## config.mk

```make
export PLATFORM = sky130hd
export DESIGN_NAME = obc_bus_master
export DESIGN_NICKNAME = d
export VERILOG_FILES = /design/src/obc_pkg.sv /design/src/obc_sync2.sv /design/src/obc_fifo.sv /design/src/obc_bus_master.sv
export SDC_FILE = /design/constraint.sdc
export NUM_CORES = 1
export LEC_CHECK = 0
export ABC_AREA = 1
export CAP_MARGIN = 20
export CORE_MARGIN = 1.5
export CORE_UTILIZATION = 61
export CTS_CLUSTER_SIZE = 24
export DETAILED_ROUTE_END_ITERATION = 7
export DONT_BUFFER_PORTS = 1
export HOLD_SLACK_MARGIN = 0.15
export PLACE_DENSITY = 0.83
export SYNTH_ARGS = -nofsm -noshare
export SYNTH_HDL_FRONTEND = slang
export SYNTH_HIERARCHICAL = 1
export SYNTH_SLANG_ARGS = --single-unit
export TNS_END_PERCENT = 30
```

## constraint.sdc

```tcl
create_clock -name i_clk -period 3.95 [get_ports i_clk]
set_input_delay 0 -clock i_clk [delete_from_list [all_inputs] [get_ports i_clk]]
set_output_delay 0 -clock i_clk [all_outputs]
set_load 0.05 [all_outputs]
```

## src/obc_pkg.sv

```systemverilog
// package: shared constants and carrier types for the operand bus cycle block
package obc_pkg;

   // ==========================================================
   // widths and timing
   localparam int ADDR_W         = 16;
   localparam int DATA_W         = 16;
   localparam int CLK_PERIOD_NS  = 8;
   localparam int FIFO_DEPTH     = 4;

   // ==========================================================
   // phase sequencer states
   typedef enum logic [2:0] {
      OBC_PH_ONE   = 3'h0,
      OBC_PH_TWO   = 3'h1,
      OBC_PH_TWO_X = 3'h2,
      OBC_PH_THREE = 3'h3,
      OBC_PH_FOUR  = 3'h4,
      OBC_PH_END   = 3'h5
   } obc_phase_t;

   // ==========================================================
   // instruction as seen by the sequencer
   typedef struct packed {
      logic              needs_operand;  // operand cycle wanted
      logic              long_phase_two; // instr-mem access / long immediate
      logic              is_write;       // operand write
      logic              is_mem;         // memory (1) or io (0)
      logic [ADDR_W-1:0] op_addr;        // operand address
      logic [DATA_W-1:0] op_wdata;       // write data
   } obc_instr_t;

   // ==========================================================
   // completed operand cycle result
   typedef struct packed {
      logic              error;          // bus error or protect hit
      logic [DATA_W-1:0] rdata;          // read data
   } obc_result_t;

   localparam int RESULT_W = DATA_W + 1;

endpackage : obc_pkg

```

## src/obc_sync2.sv

```systemverilog
// two flip-flop synchroniser for pin inputs
`timescale 1ns/10ps
module obc_sync2 #(
   parameter logic RESET_VAL = 1'b1
) (
   input  wire logic i_clk,  // processor clock
   input  wire logic i_rst,  // async reset, high
   input  wire logic i_d,    // asynchronous pin
   output logic      o_q     // synchronised level
);
   typedef struct packed {
      logic meta;
      logic q;
   } obc_sync_st_t;

   obc_sync_st_t st_reg;
   obc_sync_st_t st_next;

   // ==========================================================
   // first stage read only by the second
   always_comb begin
      st_next.meta = i_d;
      st_next.q    = st_reg.meta;
   end

   always_ff @(posedge i_clk or posedge i_rst) begin
      if (i_rst) begin
         st_reg <= {RESET_VAL, RESET_VAL};
      end else begin
         st_reg <= st_next;
      end
   end

   assign o_q = st_reg.q;
endmodule : obc_sync2

```

## src/obc_fifo.sv

```systemverilog
// small flip-flop fifo with valid/ready on both sides
`timescale 1ns/10ps
module obc_fifo #(
   parameter int WIDTH = 17,
   parameter int DEPTH = 4
) (
   input  wire logic             i_clk,     // processor clock
   input  wire logic             i_rst,     // async reset, high
   input  wire logic             i_valid,   // write side valid
   output logic                  o_ready,   // write side ready
   input  wire logic [WIDTH-1:0] i_data,    // write data
   output logic                  o_valid,   // read side valid
   input  wire logic             i_ready,   // read side ready
   output logic      [WIDTH-1:0] o_data     // read data
);
   localparam int PW = $clog2(DEPTH);

   typedef struct packed {
      logic [DEPTH-1:0][WIDTH-1:0] mem;
      logic [PW-1:0]               wp;
      logic [PW-1:0]               rp;
      logic [PW:0]                 cnt;
   } obc_fifo_st_t;

   obc_fifo_st_t st_reg;
   obc_fifo_st_t st_next;
   logic         push;
   logic         pop;

   // ==========================================================
   // pointers wrap at depth, count gives honest full/empty
   always_comb begin
      st_next = st_reg;
      push    = i_valid && (st_reg.cnt != (PW+1)'(DEPTH));
      pop     = i_ready && (st_reg.cnt != '0);
      if (push) begin
         st_next.mem[st_reg.wp] = i_data;
         st_next.wp = (st_reg.wp == PW'(DEPTH-1)) ? '0 : st_reg.wp + 1'b1;
      end
      if (pop) begin
         st_next.rp = (st_reg.rp == PW'(DEPTH-1)) ? '0 : st_reg.rp + 1'b1;
      end
      st_next.cnt = st_reg.cnt + (PW+1)'(push) - (PW+1)'(pop);
   end

   always_ff @(posedge i_clk or posedge i_rst) begin
      if (i_rst) begin
         st_reg <= '0;
      end else begin
         st_reg <= st_next;
      end
   end

   assign o_ready = (st_reg.cnt != (PW+1)'(DEPTH));
   assign o_valid = (st_reg.cnt != '0);
   assign o_data  = st_reg.mem[st_reg.rp];
endmodule : obc_fifo

```

## src/obc_bus_master.sv

```systemverilog
// operand bus cycle sequencer with multi-master arbitration
`timescale 1ns/10ps

// Summary of operation
// - operand pins driven only while bus master
// - instruction bus has no arbitration
// - instruction buses float when test low and during reset
// - every operand cycle runs four phases
// - phase one: execute, fetch address, phase low
// - phase two stretched for long instructions
// - phase two waits for grant and not busy
// - exec phase low through phase two
// - phase three drives buses, address strobe, grant ack
// - instruction register captured in phase four
// - data strobe low half clock into four
// - phase four waits for transfer acknowledge
// - bus error or protect ends cycle
// - cycle ends half clock after acknowledge
// - address strobe negates first rise after four, data strobe on the fall before
// - outputs float one clock after four
// - memory/io and read/write select kind
// - no-operand instructions take two clocks, three with long phase two
// - arbitration lines active low, asynchronous
// - no new request while owning bus
// - sample grant and busy each falling edge
// - grant ack held until phase two of a no-operand instruction
module obc_bus_master #(
   parameter int ADDR_W = obc_pkg::ADDR_W,
   parameter int DATA_W = obc_pkg::DATA_W
) (
   input  wire logic                      i_clk,        // processor clock
   input  wire logic                      i_rst,        // async reset, high
   input  wire logic                      i_test_n,     // test pin, low floats
   // instruction side
   input  wire obc_pkg::obc_instr_t       i_instr,      // decoded instruction
   input  wire logic [ADDR_W-1:0]         i_fetch_addr, // next fetch address
   input  wire logic [DATA_W-1:0]         i_imem_rdata, // instruction word in
   output logic      [ADDR_W-1:0]         o_imem_addr,  // instruction address
   output logic                           o_imem_oe_n,  // low: imem addr driven
   output logic      [DATA_W-1:0]         o_primary_instr_reg, // captured
   output logic                           o_exec_phase, // low in phase two
   // operand bus
   output logic      [ADDR_W-1:0]         o_op_addr,    // operand address
   output logic      [DATA_W-1:0]         o_op_dout,    // operand data out
   output logic                           o_op_data_oe_n,// low: data driven
   input  wire logic [DATA_W-1:0]         i_op_din,     // operand data in
   output logic                           o_op_ctl_oe_n,// low: addr/ctl driven
   output logic                           o_addr_strobe_n, // address strobe
   output logic                           o_data_strobe_n, // data strobe
   output logic                           o_read_not_write,// read high
   output logic                           o_mem_not_io, // memory high
   output logic                           o_operand_not_instr, // high
   input  wire logic                      i_transfer_ack_n, // slave ack
   input  wire logic                      i_bus_error_n,    // bus error
   input  wire logic                      i_mem_protect_n,  // protect fault
   // arbitration
   output logic                           o_bus_request_n,  // request
   output logic                           o_grant_ack_n,    // grant ack
   output logic                           o_grant_ack_oe_n, // low: driven
   input  wire logic                      i_arb_grant_n,    // arbiter grant
   input  wire logic                      i_busy_n,         // other master
   // result stream
   output logic                           o_res_valid,  // result available
   input  wire logic                      i_res_ready,  // consumer ready
   output obc_pkg::obc_result_t           o_res         // result word
);
   typedef struct packed {
      obc_pkg::obc_phase_t ph;
      logic                owner;   // bus master now
      logic                want;    // instruction needs operand bus
      logic                exec_ph;
      logic                breq_n;
      logic                gack_n;
      logic                gack_oe_n;
      logic                ctl_oe_n;
      logic                dat_oe_n;
      logic                as_n;
      logic                rnw;
      logic                mnio;
      logic                opni;
      logic [ADDR_W-1:0]   addr;
      logic [DATA_W-1:0]   wdata;
      logic [ADDR_W-1:0]   iaddr;
      logic                ioe_n;
      logic [DATA_W-1:0]   primary_instr_reg;
      logic                arm_ds;  // data strobe due on falling edge
      logic                done;    // end half clock after ack
      logic                rd;      // read cycle in progress
      logic                push;
      obc_pkg::obc_result_t res;
   } obc_st_t;

   obc_st_t st_reg;
   obc_st_t st_next;

   // falling-edge samples and strobe
   logic won_fe_reg;     // grant low and busy high seen at falling edge
   logic ds_n_reg;
   logic grant_s;
   logic busy_s;
   logic ack_s;
   logic err_s;
   logic prot_s;
   logic test_s;
   logic fifo_rdy;

   // ==========================================================
   // pin synchronisers
   obc_sync2 #(.RESET_VAL(1'b1)) u_sy_gnt (.i_clk(i_clk), .i_rst(i_rst),
      .i_d(i_arb_grant_n), .o_q(grant_s));
   obc_sync2 #(.RESET_VAL(1'b1)) u_sy_bsy (.i_clk(i_clk), .i_rst(i_rst),
      .i_d(i_busy_n), .o_q(busy_s));
   obc_sync2 #(.RESET_VAL(1'b1)) u_sy_ack (.i_clk(i_clk), .i_rst(i_rst),
      .i_d(i_transfer_ack_n), .o_q(ack_s));
   obc_sync2 #(.RESET_VAL(1'b1)) u_sy_err (.i_clk(i_clk), .i_rst(i_rst),
      .i_d(i_bus_error_n), .o_q(err_s));
   obc_sync2 #(.RESET_VAL(1'b1)) u_sy_prt (.i_clk(i_clk), .i_rst(i_rst),
      .i_d(i_mem_protect_n), .o_q(prot_s));
   obc_sync2 #(.RESET_VAL(1'b1)) u_sy_tst (.i_clk(i_clk), .i_rst(i_rst),
      .i_d(i_test_n), .o_q(test_s));

   // ==========================================================
   // falling-edge logic: arbitration sample and data strobe
   always_ff @(negedge i_clk or posedge i_rst) begin
      if (i_rst) begin
         won_fe_reg <= 1'b0;
         ds_n_reg   <= 1'b1;
      end else begin
         won_fe_reg <= !grant_s && busy_s;
         if (st_reg.arm_ds) begin
            ds_n_reg <= 1'b0;
         end else if (st_reg.done || st_reg.ph != obc_pkg::OBC_PH_FOUR) begin
            ds_n_reg <= 1'b1;
         end
      end
   end

   // ==========================================================
   // phase sequencer
   always_comb begin
      st_next      = st_reg;
      st_next.push = 1'b0;
      st_next.arm_ds = 1'b0;
      st_next.ioe_n = !test_s;
      unique case (st_reg.ph)
         obc_pkg::OBC_PH_ONE: begin
            st_next.exec_ph = 1'b0;
            st_next.iaddr   = i_fetch_addr;
            st_next.want    = i_instr.needs_operand;
            st_next.ph      = i_instr.long_phase_two ?
                              obc_pkg::OBC_PH_TWO_X : obc_pkg::OBC_PH_TWO;
            if (i_instr.needs_operand && !st_reg.owner) begin
               st_next.breq_n = 1'b0;
            end
            if (!i_instr.needs_operand && st_reg.owner) begin
               st_next.owner = 1'b0;
            end
            st_next.addr  = i_instr.op_addr;
            st_next.wdata = i_instr.op_wdata;
            st_next.rnw   = !i_instr.is_write;
            st_next.mnio  = i_instr.is_mem;
         end
         obc_pkg::OBC_PH_TWO_X: begin
            st_next.ph = obc_pkg::OBC_PH_TWO;
         end
         obc_pkg::OBC_PH_TWO: begin
            st_next.exec_ph = 1'b0;
            if (!st_reg.want) begin
               st_next.exec_ph = 1'b1;
               st_next.ph = obc_pkg::OBC_PH_ONE;
               st_next.gack_oe_n = st_reg.owner ? 1'b0 : 1'b1;
            end else if (st_reg.owner || (won_fe_reg && !st_reg.breq_n)) begin
               st_next.owner     = 1'b1;
               st_next.breq_n    = 1'b1;
               st_next.exec_ph   = 1'b1;
               st_next.gack_n    = 1'b0;
               st_next.gack_oe_n = 1'b0;
               st_next.ctl_oe_n  = 1'b0;
               st_next.dat_oe_n  = !st_reg.rnw ? 1'b0 : 1'b1;
               st_next.as_n      = 1'b0;
               st_next.opni      = 1'b1;
               st_next.rd        = st_reg.rnw;
               st_next.ph        = obc_pkg::OBC_PH_THREE;
            end
         end
         obc_pkg::OBC_PH_THREE: begin
            st_next.ph     = obc_pkg::OBC_PH_FOUR;
            st_next.arm_ds = 1'b1;
            st_next.primary_instr_reg    = i_imem_rdata;
         end
         obc_pkg::OBC_PH_FOUR: begin
            st_next.primary_instr_reg = i_imem_rdata;
            // stall while the result fifo cannot take the word
            if (!ds_n_reg && fifo_rdy &&
                (!ack_s || !err_s || !prot_s)) begin
               st_next.done      = 1'b1;
               st_next.push      = 1'b1;
               st_next.res.error = !err_s || !prot_s;
               st_next.res.rdata = st_reg.rd ? i_op_din : '0;
               st_next.ph        = obc_pkg::OBC_PH_END;
            end
         end
         obc_pkg::OBC_PH_END: begin
            st_next.done     = 1'b0;
            st_next.as_n     = 1'b1;
            st_next.exec_ph  = 1'b1;
            st_next.ph       = obc_pkg::OBC_PH_ONE;
            st_next.ctl_oe_n = 1'b1;
            st_next.dat_oe_n = 1'b1;
            // grant ack stays while the bus is kept for the next cycle
            st_next.gack_oe_n = 1'b0;
         end
         default: begin
            st_next.ph = obc_pkg::OBC_PH_ONE;
         end
      endcase
      if (st_next.gack_oe_n) begin
         st_next.gack_n = 1'b1;
      end
   end

   always_ff @(posedge i_clk or posedge i_rst) begin
      if (i_rst) begin
         st_reg           <= '0;
         st_reg.ph        <= obc_pkg::OBC_PH_ONE;
         st_reg.exec_ph   <= 1'b1;
         st_reg.breq_n    <= 1'b1;
         st_reg.gack_n    <= 1'b1;
         st_reg.gack_oe_n <= 1'b1;
         st_reg.ctl_oe_n  <= 1'b1;
         st_reg.dat_oe_n  <= 1'b1;
         st_reg.as_n      <= 1'b1;
         st_reg.rnw       <= 1'b1;
         st_reg.ioe_n     <= 1'b1;
      end else begin
         st_reg <= st_next;
      end
   end

   // ==========================================================
   // result buffer, back-pressure stalls phase four
   obc_fifo #(.WIDTH(obc_pkg::RESULT_W), .DEPTH(obc_pkg::FIFO_DEPTH)) u_fifo (
      .i_clk   (i_clk),
      .i_rst   (i_rst),
      .i_valid (st_reg.push),
      .o_ready (fifo_rdy),
      .i_data  (st_reg.res),
      .o_valid (o_res_valid),
      .i_ready (i_res_ready),
      .o_data  (o_res)
   );

   // ==========================================================
   // outputs straight from flip-flops
   assign o_imem_addr         = st_reg.iaddr;
   assign o_imem_oe_n         = st_reg.ioe_n;
   assign o_primary_instr_reg = st_reg.primary_instr_reg;
   assign o_exec_phase        = st_reg.exec_ph;
   assign o_op_addr           = st_reg.addr;
   assign o_op_dout           = st_reg.wdata;
   assign o_op_data_oe_n      = st_reg.dat_oe_n;
   assign o_op_ctl_oe_n       = st_reg.ctl_oe_n;
   assign o_addr_strobe_n     = st_reg.as_n;
   assign o_data_strobe_n     = ds_n_reg;
   assign o_read_not_write    = st_reg.rnw;
   assign o_mem_not_io        = st_reg.mnio;
   assign o_operand_not_instr = st_reg.opni;
   assign o_bus_request_n     = st_reg.breq_n;
   assign o_grant_ack_n       = st_reg.gack_n;
   assign o_grant_ack_oe_n    = st_reg.gack_oe_n;

   // ==========================================================
   // checks
   property p_float_ctl;
      @(posedge i_clk) disable iff (i_rst)
      !st_reg.owner |-> st_reg.ctl_oe_n;
   endproperty
   a_float_ctl: assert property (p_float_ctl) else $error("bus driven idle");

   property p_as_ends;
      @(posedge i_clk) disable iff (i_rst)
      st_reg.ph == obc_pkg::OBC_PH_END |=> o_addr_strobe_n && o_op_ctl_oe_n;
   endproperty
   a_as_ends: assert property (p_as_ends) else $error("strobe not negated");

   property p_exec_low_two;
      @(posedge i_clk) disable iff (i_rst)
      st_reg.ph == obc_pkg::OBC_PH_TWO_X |-> !o_exec_phase;
   endproperty
   a_exec_low_two: assert property (p_exec_low_two) else $error("exec high");

   property p_three_drive;
      @(posedge i_clk) disable iff (i_rst)
      st_reg.ph == obc_pkg::OBC_PH_THREE |->
         !o_grant_ack_n && !o_addr_strobe_n && o_exec_phase;
   endproperty
   a_three_drive: assert property (p_three_drive) else $error("phase three");

   property p_four_wait;
      @(posedge i_clk) disable iff (i_rst)
      st_reg.ph == obc_pkg::OBC_PH_FOUR && ack_s && err_s && prot_s
         |=> st_reg.ph == obc_pkg::OBC_PH_FOUR;
   endproperty
   a_four_wait: assert property (p_four_wait) else $error("left four");

   property p_no_req_owner;
      @(posedge i_clk) disable iff (i_rst)
      !o_grant_ack_n |-> o_bus_request_n;
   endproperty
   a_no_req_owner: assert property (p_no_req_owner) else $error("req");

   property p_short_instr;
      @(posedge i_clk) disable iff (i_rst)
      st_reg.ph == obc_pkg::OBC_PH_TWO && !st_reg.want
         |=> st_reg.ph == obc_pkg::OBC_PH_ONE;
   endproperty
   a_short_instr: assert property (p_short_instr) else $error("slow");

   property p_ds_after_three;
      @(posedge i_clk) disable iff (i_rst)
      st_reg.ph == obc_pkg::OBC_PH_THREE |=> !o_data_strobe_n;
   endproperty
   a_ds_after_three: assert property (p_ds_after_three) else $error("ds");
endmodule : obc_bus_master

```

==> results of run 1 <==
[worst reg2reg max path: stages, from the launching register on]
cell and delay (ns):
dfstp_2 0.36, inv_1 0.04, nand3_1 0.18, nor2_8 0.31
inv_2 0.20, nand2_1 0.12, nand2_1 0.07
[metrics by stage]
step                hold WS, ns  std cells  worst slack [ns]
detailed placement     -0.07653       1084            0.6000
global route             0.1954       1215            0.4676
floorplan              -0.08850       1017            0.5574
finish                   0.1815       1216            0.5665
CTS                      0.1660       1214            0.5798
global placement       -0.08479       1084            0.6560
[synthesized netlist by cell type (all sizes together)]
cell type  number
nand2         432
dfrtp         167
buf           114
inv            70
nand4          68
nand3          47
o21ai          25
a21oi          21
dfstp          21
o211ai         17
clkbuf         10
nor2           10
ha              7
nor3            2
or2             2
dfrtn           1
fa              1
o31ai           1
xnor2           1
[worst max path at each step]
stage                                      startpoint                     end  slack [ns]  cells after the start
after CTS                 o_data_strobe_n$_DFFE_NP1P_  st_reg[12]$_DFFE_PP0P_        0.58                      6
after detailed placement  o_data_strobe_n$_DFFE_NP1P_  st_reg[12]$_DFFE_PP0P_        0.60                      6
after global routing      o_data_strobe_n$_DFFE_NP1P_  st_reg[12]$_DFFE_PP0P_        0.47                      6
after global placement    o_data_strobe_n$_DFFE_NP1P_  st_reg[14]$_DFFE_PP0P_        0.66                      6
after floorplan           o_data_strobe_n$_DFFE_NP1P_   st_reg[0]$_DFFE_PP0P_        0.56                      7
final                     o_data_strobe_n$_DFFE_NP1P_  st_reg[12]$_DFFE_PP0P_        0.57                      6
[final cells by class]
type	count	area, um2
Sequential cell	189	4758
Fill cell	989	4130
Multi-Input combinational cell	634	2900
Timing Repair Buffer	110	1084
Clock buffer	18	439.2
Inverter	69	262.8
Tap cell	180	225.2
Clock inverter	15	132.6
Antenna cell	1	2.502
[where the power goes]
part / total [mW] / internal (mW) / leakage (nW) / switching [mW]
clock: 1.64 / 0.848 / 0.273 / 0.788
combinational: 2.86 / 0.758 / 2.42 / 2.10
sequential: 4.62 / 2.64 / 2.35 / 1.97
total: 9.11 / 4.25 / 5.04 / 4.86
[repair_timing]
item	CTS	global route
setup buffers	0	0
hold buffers	98	0
hold endpoints to repair	201	0
gates resized for setup	0	0
[cell families after synthesis]
| group | count (synthesis) | share of synthesized area, % |
|---|---|---|
| AO/OA/AOI/OAI | 64 | 4.176 |
| AND/OR/NAND/NOR | 561 | 27.64 |
| flip-flops | 189 | 54.35 |
| adder cells (fa/ha/maj) | 8 | 1.230 |
| buffers and inverters | 194 | 12.50 |
| XOR/XNOR | 1 | 0.1001 |
[metal layers]
layer	GRT usage, %	vias up
met4	13.74	0
met5	0	-
met3	8.504	63
met1	36.39	3291
met2	50.14	358
li1	-	3183
==> out/qor.yml, run 1 <==
setup_path:
  critPathTopFamily: "simple AND/OR/NAND/NOR gates"
  crit_arrival_ns: 3.70
  critPathBufInv: 2
  rr_endpoint: "st_reg[12]$_DFFE_PP0P_"
  cp_slowest_cell: "dfstp_2"
  crit_path_start_kind: "register"
  r2r_start: "o_data_strobe_n$_DFFE_NP1P_"
  worstPathRequired_ns: 4.27
  crit_path_cell_trace: "inv_1 > nand3_1 > nor2_8 > inv_2 > nand2_1 > nand2_1"
  setup.worst_path.class: "register to register"
  r2r_setup_slack_ns: 0.57
  cp-end-kind: "register"
  critPathMostFrequentCell: "nand2_1"
  cpPeakStageDelay_ns: 0.36
  rr_worst_depth: 6
  worstPathMaxFanout: 19
finish:
  final_cell_mix: "430 x nand2_1, 165 x dfrtp_1, 98 x dlygate4sd3_1"
  nNetsFinal: 1123
  post-route-util_pct: 70.36
  mostFrequentLayoutCell: "nand2_1"
  synthToLayoutAreaGrowth_pct: 12.05
  drive_gt1_share_pct: 8.116
  largest_reg_flops: 75
  final_cell_area_um2: 9804
floorplan:
  die_area_um2: 15070
  start_util_pct: 62.79
  io_pins: 187
  row_count: 43
  die_h_um: 122.8
  coreArea_um2: 13930
  die_w_um: 122.8
routing:
  drtAntennaViolNets: 0
  routedLengthMet1_um: 8300
  routed_wl_um: 21550
  wl_met3_um: 1898
  drc_errors: 0
  vias: 6895
  vias_per_cell: 5.670
  wl_per_cell_um: 17.72
  dr.pass1.iters: 5
  routed.top_layer: "met4"
  drt_iter0_markers: 617
  wl_met2_um: 10640
placement:
  placed_area_um2: 8233
  gp_congestion: 0.8364
  dp_hpwl_um: 12410
  port_buffers: 0
global_routing:
  grt_usage_pct: 30.11
  antenna_found_initial: 0
  grt_pass1_vias: 6811
  grt_max_degree: 74
  grt_overflow: 0
  grt_pass1_wl_um: 34500
clocking:
  cts_tree: "yes"
  path_clk_slew_ns: 0.07
  clockBufferDepth: 2
  cts_htree_levels: 4
  numCtsBuffers: 17
  ctsRootBufferMaster: "clkbuf_16"
  clock_latency_ns: 0.43
  clock-sinks: 189
hold_path:
  hold_start: "i_instr[33]"
  worstHoldEndpoint: "o_read_not_write$_DFFE_PP1P_"
  hold_path_class: "primary input to register"
  hold_path_depth: 2
yosys:
  ys_ff_latch: 189
  postSynthCellCount: 1017
  synthDominantCellAreaShare_pct: 47.76
  yosys_warnings: 6
  synthTopCellsByArea: "dfrtp_1 48%, nand2_1 18%, buf_4 6.9%"
  synth_area_leader_cell: "dfrtp_1"
  syn_nets: 1118
  ys_seq_area_share_pct: 54.35
  synthesis.area_um2: 8750
  synth_cell_types: 30
  avgSynthCellArea_um2: 8.603
timing:
  tightest_slew_ns: 0.9858
  finClkSkew_ns: 0.02887
  setup-tns-final_ns: 0
  setup_viol: 0
  relSlewSlack_pct: 34.28
  final_hold_viol_count: 0
  rsz0062_at_grt: "false"
  slew_viol_final: 0
flow_run:
  drv_cap: 0
outcome:
  status: "complete, no violations"
pwr:
  p_per_area_nw_per_um2: 928.9
  p_leak_nw: 5.045
  ir_drop_v: 0.0006360
  p_total_mw: 9.108
(Power assumes the default switching activity.)
==> run 2: changes to the inputs <==
Settings changed: CORE_ASPECT_RATIO set to 0.75.
==> run 2 against run 1 <==
Clock power hardly changed. Final cell count shrank 0.49%. Routed wire length down 4.4%. Register-to-register slack is essentially flat. Critical path type unchanged. Critical path depth unchanged. First-iteration DRC count increased by 24%. Worst setup slack gained 0.0059 ns. Non-clock buffer count unchanged. Highest routed layer unchanged. Sequential power about the same. Sequential cell count stayed put. Clock skew down 0.00074 ns.
==> out/qor.yml, run 2 (synthesis gave the netlist of run 1 again) <==
routing:
  drc_errors: 0
  wl_per_cell_um: 17.03
  routed_wl_um: 20610
  dr.pass1.iters: 7
  drtAntennaViolNets: 0
  vias: 6841
  vias_per_cell: 5.654
  drt_iter0_markers: 767
finish:
  drive_gt1_share_pct: 7.729
  mostFrequentLayoutCell: "nand2_1"
  nNetsFinal: 1123
  final_cell_mix: "430 x nand2_1, 165 x dfrtp_1, 98 x dlygate4sd3_1"
  largest_reg_flops: 75
  post-route-util_pct: 70.77
  fillers: 986
  diodes: 0
  final_cell_area_um2: 9796
  synthToLayoutAreaGrowth_pct: 11.95
placement:
  placed_area_um2: 8227
  port_buffers: 0
  gp_congestion: 0.8012
  dp_hpwl_um: 11820
timing:
  tightest_slew_ns: 0.9914
  setup-tns-final_ns: 0
  whs_ns: 0.2216
  finClkSkew_ns: 0.02814
  slew_viol_final: 0
  final_hold_viol_count: 0
  rsz0062_at_grt: "false"
  setup_viol: 0
  relSlewSlack_pct: 33.81
global_routing:
  grt_usage_pct: 28.44
  antenna_found_initial: 0
  grt_overflow: 0
  grt_pass1_vias: 6529
  grt_max_degree: 72
  grt_pass1_wl_um: 32840
  grt-busiest-layer: "met2"
  use_met1_pct: 37.23
  gr-usage-met3_pct: 7.816
  met2_usage_pct: 45.69
clocking:
  numCtsBuffers: 17
  clock_latency_ns: 0.43
  postCtsHoldBufs: 98
  clockBufferDepth: 2
  cts_htree_levels: 4
  cts_tree: "yes"
  cts_resized: 0
  path_clk_slew_ns: 0.07
  clock-sinks: 189
  ctsRootBufferMaster: "clkbuf_16"
  cts_setup_buffers: 0
outcome:
  status: "complete, no violations"
setup_path:
  r2r_start: "o_data_strobe_n$_DFFE_NP1P_"
  rr_worst_depth: 6
  crit_path_start_kind: "register"
  worstPathMaxFanout: 19
  crit_arrival_ns: 3.69
  setup.worst_path.class: "register to register"
  crit_path_start: "o_data_strobe_n$_DFFE_NP1P_"
  worstPathRequired_ns: 4.26
  cp-end-kind: "register"
floorplan:
  row_count: 37
  start_util_pct: 63.21
  io_pins: 187
  die_area_um2: 15080
  die_h_um: 106.7
  die_w_um: 141.3
  coreArea_um2: 13840
hold_path:
  hold_path_class: "primary input to register"
  hold_path_depth: 3
  hold_start: "i_fetch_addr[6]"
pwr:
  p_total_mw: 9.126
  p_per_area_nw_per_um2: 931.6
  p_leak_nw: 5.055
  ir_drop_v: 0.0006192
flow_run:
  drv_cap: 0
run 2: changes by cell type in the layout (fill, tap and decap cells not counted), sizes merged:
| cell | previous run | this run |
|---|---|---|
| diode | 1 | 0 |
| clkbuf | 18 | 23 |
| inv | 75 | 74 |
| bufinv | 0 | 1 |
| clkinvlp | 5 | 2 |
| clkinv | 4 | 2 |
run 2: report_power, final:
group | internal, mW | switching [mW] | total, mW | leakage, nW
registers | 2.64 | 1.99 | 4.63 | 2.35
logic | 0.750 | 2.08 | 2.83 | 2.42
clock network | 0.920 | 0.744 | 1.66 | 0.282
total | 4.31 | 4.81 | 9.13 | 5.06
run 2: final timing paths:
| path | to | slack [ns] |
|---|---|---|
| worst max-delay path | st_reg[16]$_DFFE_PP0P_ | 0.57 |
| max in group asynchronous | won_fe_reg$_DFF_NP0_ | 1.16 |
| worst min-delay path | o_imem_addr[6]$_DFFE_PP0P_ | 0.22 |
| min in group asynchronous | st_reg[9]$_DFFE_PP0P_ | 0.25 |
| worst max register to register | st_reg[16]$_DFFE_PP0P_ | 0.57 |
| worst min register to register | u_sy_gnt/o_q$_DFF_PP1_ | 0.36 |
run 2: final cells by class:
type | count | area (um2) | area share (%)
flip-flops and latches | 189 | 4758 | 48.58
inverters | 69 | 262.8 | 2.682
clock inverters | 10 | 103.9 | 1.060
well taps | 175 | 219.0 | 2.235
multi-input cells | 634 | 2900 | 29.61
repair buffers | 110 | 1084 | 11.06
clock buffers | 23 | 467.9 | 4.777
run 2: per-layer routing:
layer / part of all wire [%] / vias up / wire length, um
li1: - / 3184 / -
met1: 42 / 3285 / 8584
met2: 47 / 337 / 9773
met3: 8.8 / 35 / 1804
met4: 2.2 / 0 / 444
met5: 0 / - / 0
run 2: through the flow:
step | setup WS, ns | instances
2_1_floorplan | 0.5574 | 1017
3_3_place_gp | 0.6498 | 1079
3_5_place_dp | 0.6106 | 1079
4_1_cts | 0.5895 | 1209
5_1_grt | 0.4542 | 1210
6_report | 0.5724 | 1210
run 2: critical path, stage by stage, from the launching register on:
cell and delay (ns):
dfstp_2 0.36, inv_1 0.04, nand3_1 0.18, nor2_8 0.32, inv_2 0.19, nand2_1 0.11
nand2_1 0.07
==> run 3: changes to the inputs <==
==> constraint.sdc (replaced) <==
create_clock -name i_clk -period 3.95 [get_ports i_clk]
set_input_delay 0.5925 -clock i_clk [delete_from_list [all_inputs] [get_ports i_clk]]
set_output_delay 0.5925 -clock i_clk [all_outputs]
set_load 0.05 [all_outputs]
==> run 3 against run 2 <==
Utilization shrank 6.4 points. Design area fell by 9.0%. Final cell count is 7.7% lower. Register-to-register slack got worse by 0.22 ns. Via count is 8.4% lower. Count of clock-buffer cells in the layout up 2. Sequential share of layout area rose by 4.8 points. Non-clock buffer count down 93. Clock power rose by 4%. Clock skew down 0.00087 ns.
==> out/qor.yml, run 3 (synthesis gave the netlist of run 1 again) <==
outcome:
  status: "complete, no violations"
timing:
  worst_slack_ns: 0.2292
  relSlewSlack_pct: 38.21
  setup-tns-final_ns: 0
  tightest_slew_ns: 0.9268
  rsz0062_at_grt: "false"
  slew_viol_final: 0
  finClkSkew_ns: 0.02727
  setup_viol: 0
  final_hold_viol_count: 0
setup_path:
  crit_path_start_kind: "register"
  worstPathRequired_ns: 3.36
  crit_path_start: "o_data_strobe_n$_DFFE_NP1P_"
  crit_arrival_ns: 3.13
  r2r_start: "o_data_strobe_n$_DFFE_NP1P_"
  cp-end-kind: "output port"
  setup.worst_path.class: "register to output port"
  worstPathMaxFanout: 3
global_routing:
  grt_overflow: 0
  antenna_found_initial: 0
  grt_pass1_wl_um: 29710
  grt_pass1_vias: 5698
  grt_usage_pct: 25.48
  grt_max_degree: 79
floorplan:
  start_util_pct: 63.21
  die_h_um: 106.7
  row_count: 37
  die_w_um: 141.3
  die_area_um2: 15080
  coreArea_um2: 13840
  io_pins: 187
clocking:
  clock_latency_ns: 0.43
  cts_htree_levels: 4
  clock-sinks: 189
  cts_resized: 0
  clockBufferDepth: 2
  numCtsBuffers: 17
  path_clk_slew_ns: 0.07
  ctsRootBufferMaster: "clkbuf_16"
  cts_tree: "yes"
finish:
  nNetsFinal: 1030
  fillers: 1129
  final_cell_mix: "430 x nand2_1, 165 x dfrtp_1, 68 x nand4_1"
  diodes: 0
  register_area_um2: 4758
  multiInputGateArea_um2: 2900
  post-route-util_pct: 64.38
  drive_gt1_share_pct: 8.493
  mostFrequentLayoutCell: "nand2_1"
  synthToLayoutAreaGrowth_pct: 1.845
  largest_reg_flops: 75
pwr:
  p_per_area_nw_per_um2: 1012
  ir_drop_v: 0.0007398
  p_leak_nw: 4.687
  p_total_mw: 9.016
routing:
  drt_iter0_markers: 655
  routed_wl_um: 18310
  wl_per_cell_um: 16.40
  vias: 6267
  vias_per_cell: 5.611
  dr.pass1.iters: 5
  drc_errors: 0
  drtAntennaViolNets: 0
hold_path:
  hold_path_class: "primary input to asynchronous set/reset pin"
placement:
  port_buffers: 0
  gp_congestion: 0.7969
  pre_cts_ws_ns: 0.3844
  dp_hpwl_um: 11740
flow_run:
  drv_cap: 0
[run 3: final cells by class]
cell class / instances / area share, %
inverters: 69 / 2.949
clock buffers: 25 / 6.164
well taps: 175 / 2.457
flip-flops and latches: 189 / 53.40
clock inverters: 8 / 0.7161
repair buffers: 17 / 1.769
multi-input cells: 634 / 32.55
[run 3: metrics by stage]
| step | instance area, um2 | hold slack [ns] | cells |
|---|---|---|---|
| 6_report | 8911 | 0.1562 | 1117 |
| 2_1_floorplan | 8753 | 0.3452 | 1017 |
| 3_3_place_gp | 8212 | 0.3455 | 1077 |
| 3_5_place_dp | 8212 | 0.3468 | 1077 |
| 4_1_cts | 8891 | 0.1726 | 1116 |
| 5_1_grt | 8911 | 0.1935 | 1117 |
[run 3: report_power, final]
group | internal, mW | switching, mW
Clock | 0.985 | 0.737
Sequential | 2.64 | 1.97
Combinational | 0.688 | 1.99
[run 3: path summary, 6_finish.rpt]
| path | slack (ns) | cells past startpoint | endpoint |
|---|---|---|---|
| worst max-delay path | 0.23 | 0 | o_data_strobe_n |
| worst min-delay path | 0.16 | 1 | u_fifo/st_reg[66]$_DFFE_PP0P_ |
| worst max register to register | 0.35 | 6 | st_reg[8]$_DFFE_PP0P_ |
| worst min register to register | 0.36 | 0 | u_sy_err/o_q$_DFF_PP1_ |
| max in group asynchronous | 0.85 | 2 | o_data_strobe_n$_DFFE_NP1P_ |
| min in group i_clk | 0.23 | 1 | o_read_not_write$_DFFE_PP1P_ |
[run 3: what timing repair did]
| item | in CTS | in global routing |
|---|---|---|
| hold endpoints to repair | 39 | 0 |
| hold buffers | 7 | 0 |
| buffers inserted | 0 | 0 |
[run 3: per-layer routing]
metal / wire, um / GRT usage [%] / up-vias
met1: 7985 / 36.29 / 2974
li1: - / - / 3004
met4: 266 / 8.482 / 0
met2: 8285 / 37.64 / 270
met5: 0 / 0 / -
met3: 1776 / 7.548 / 19
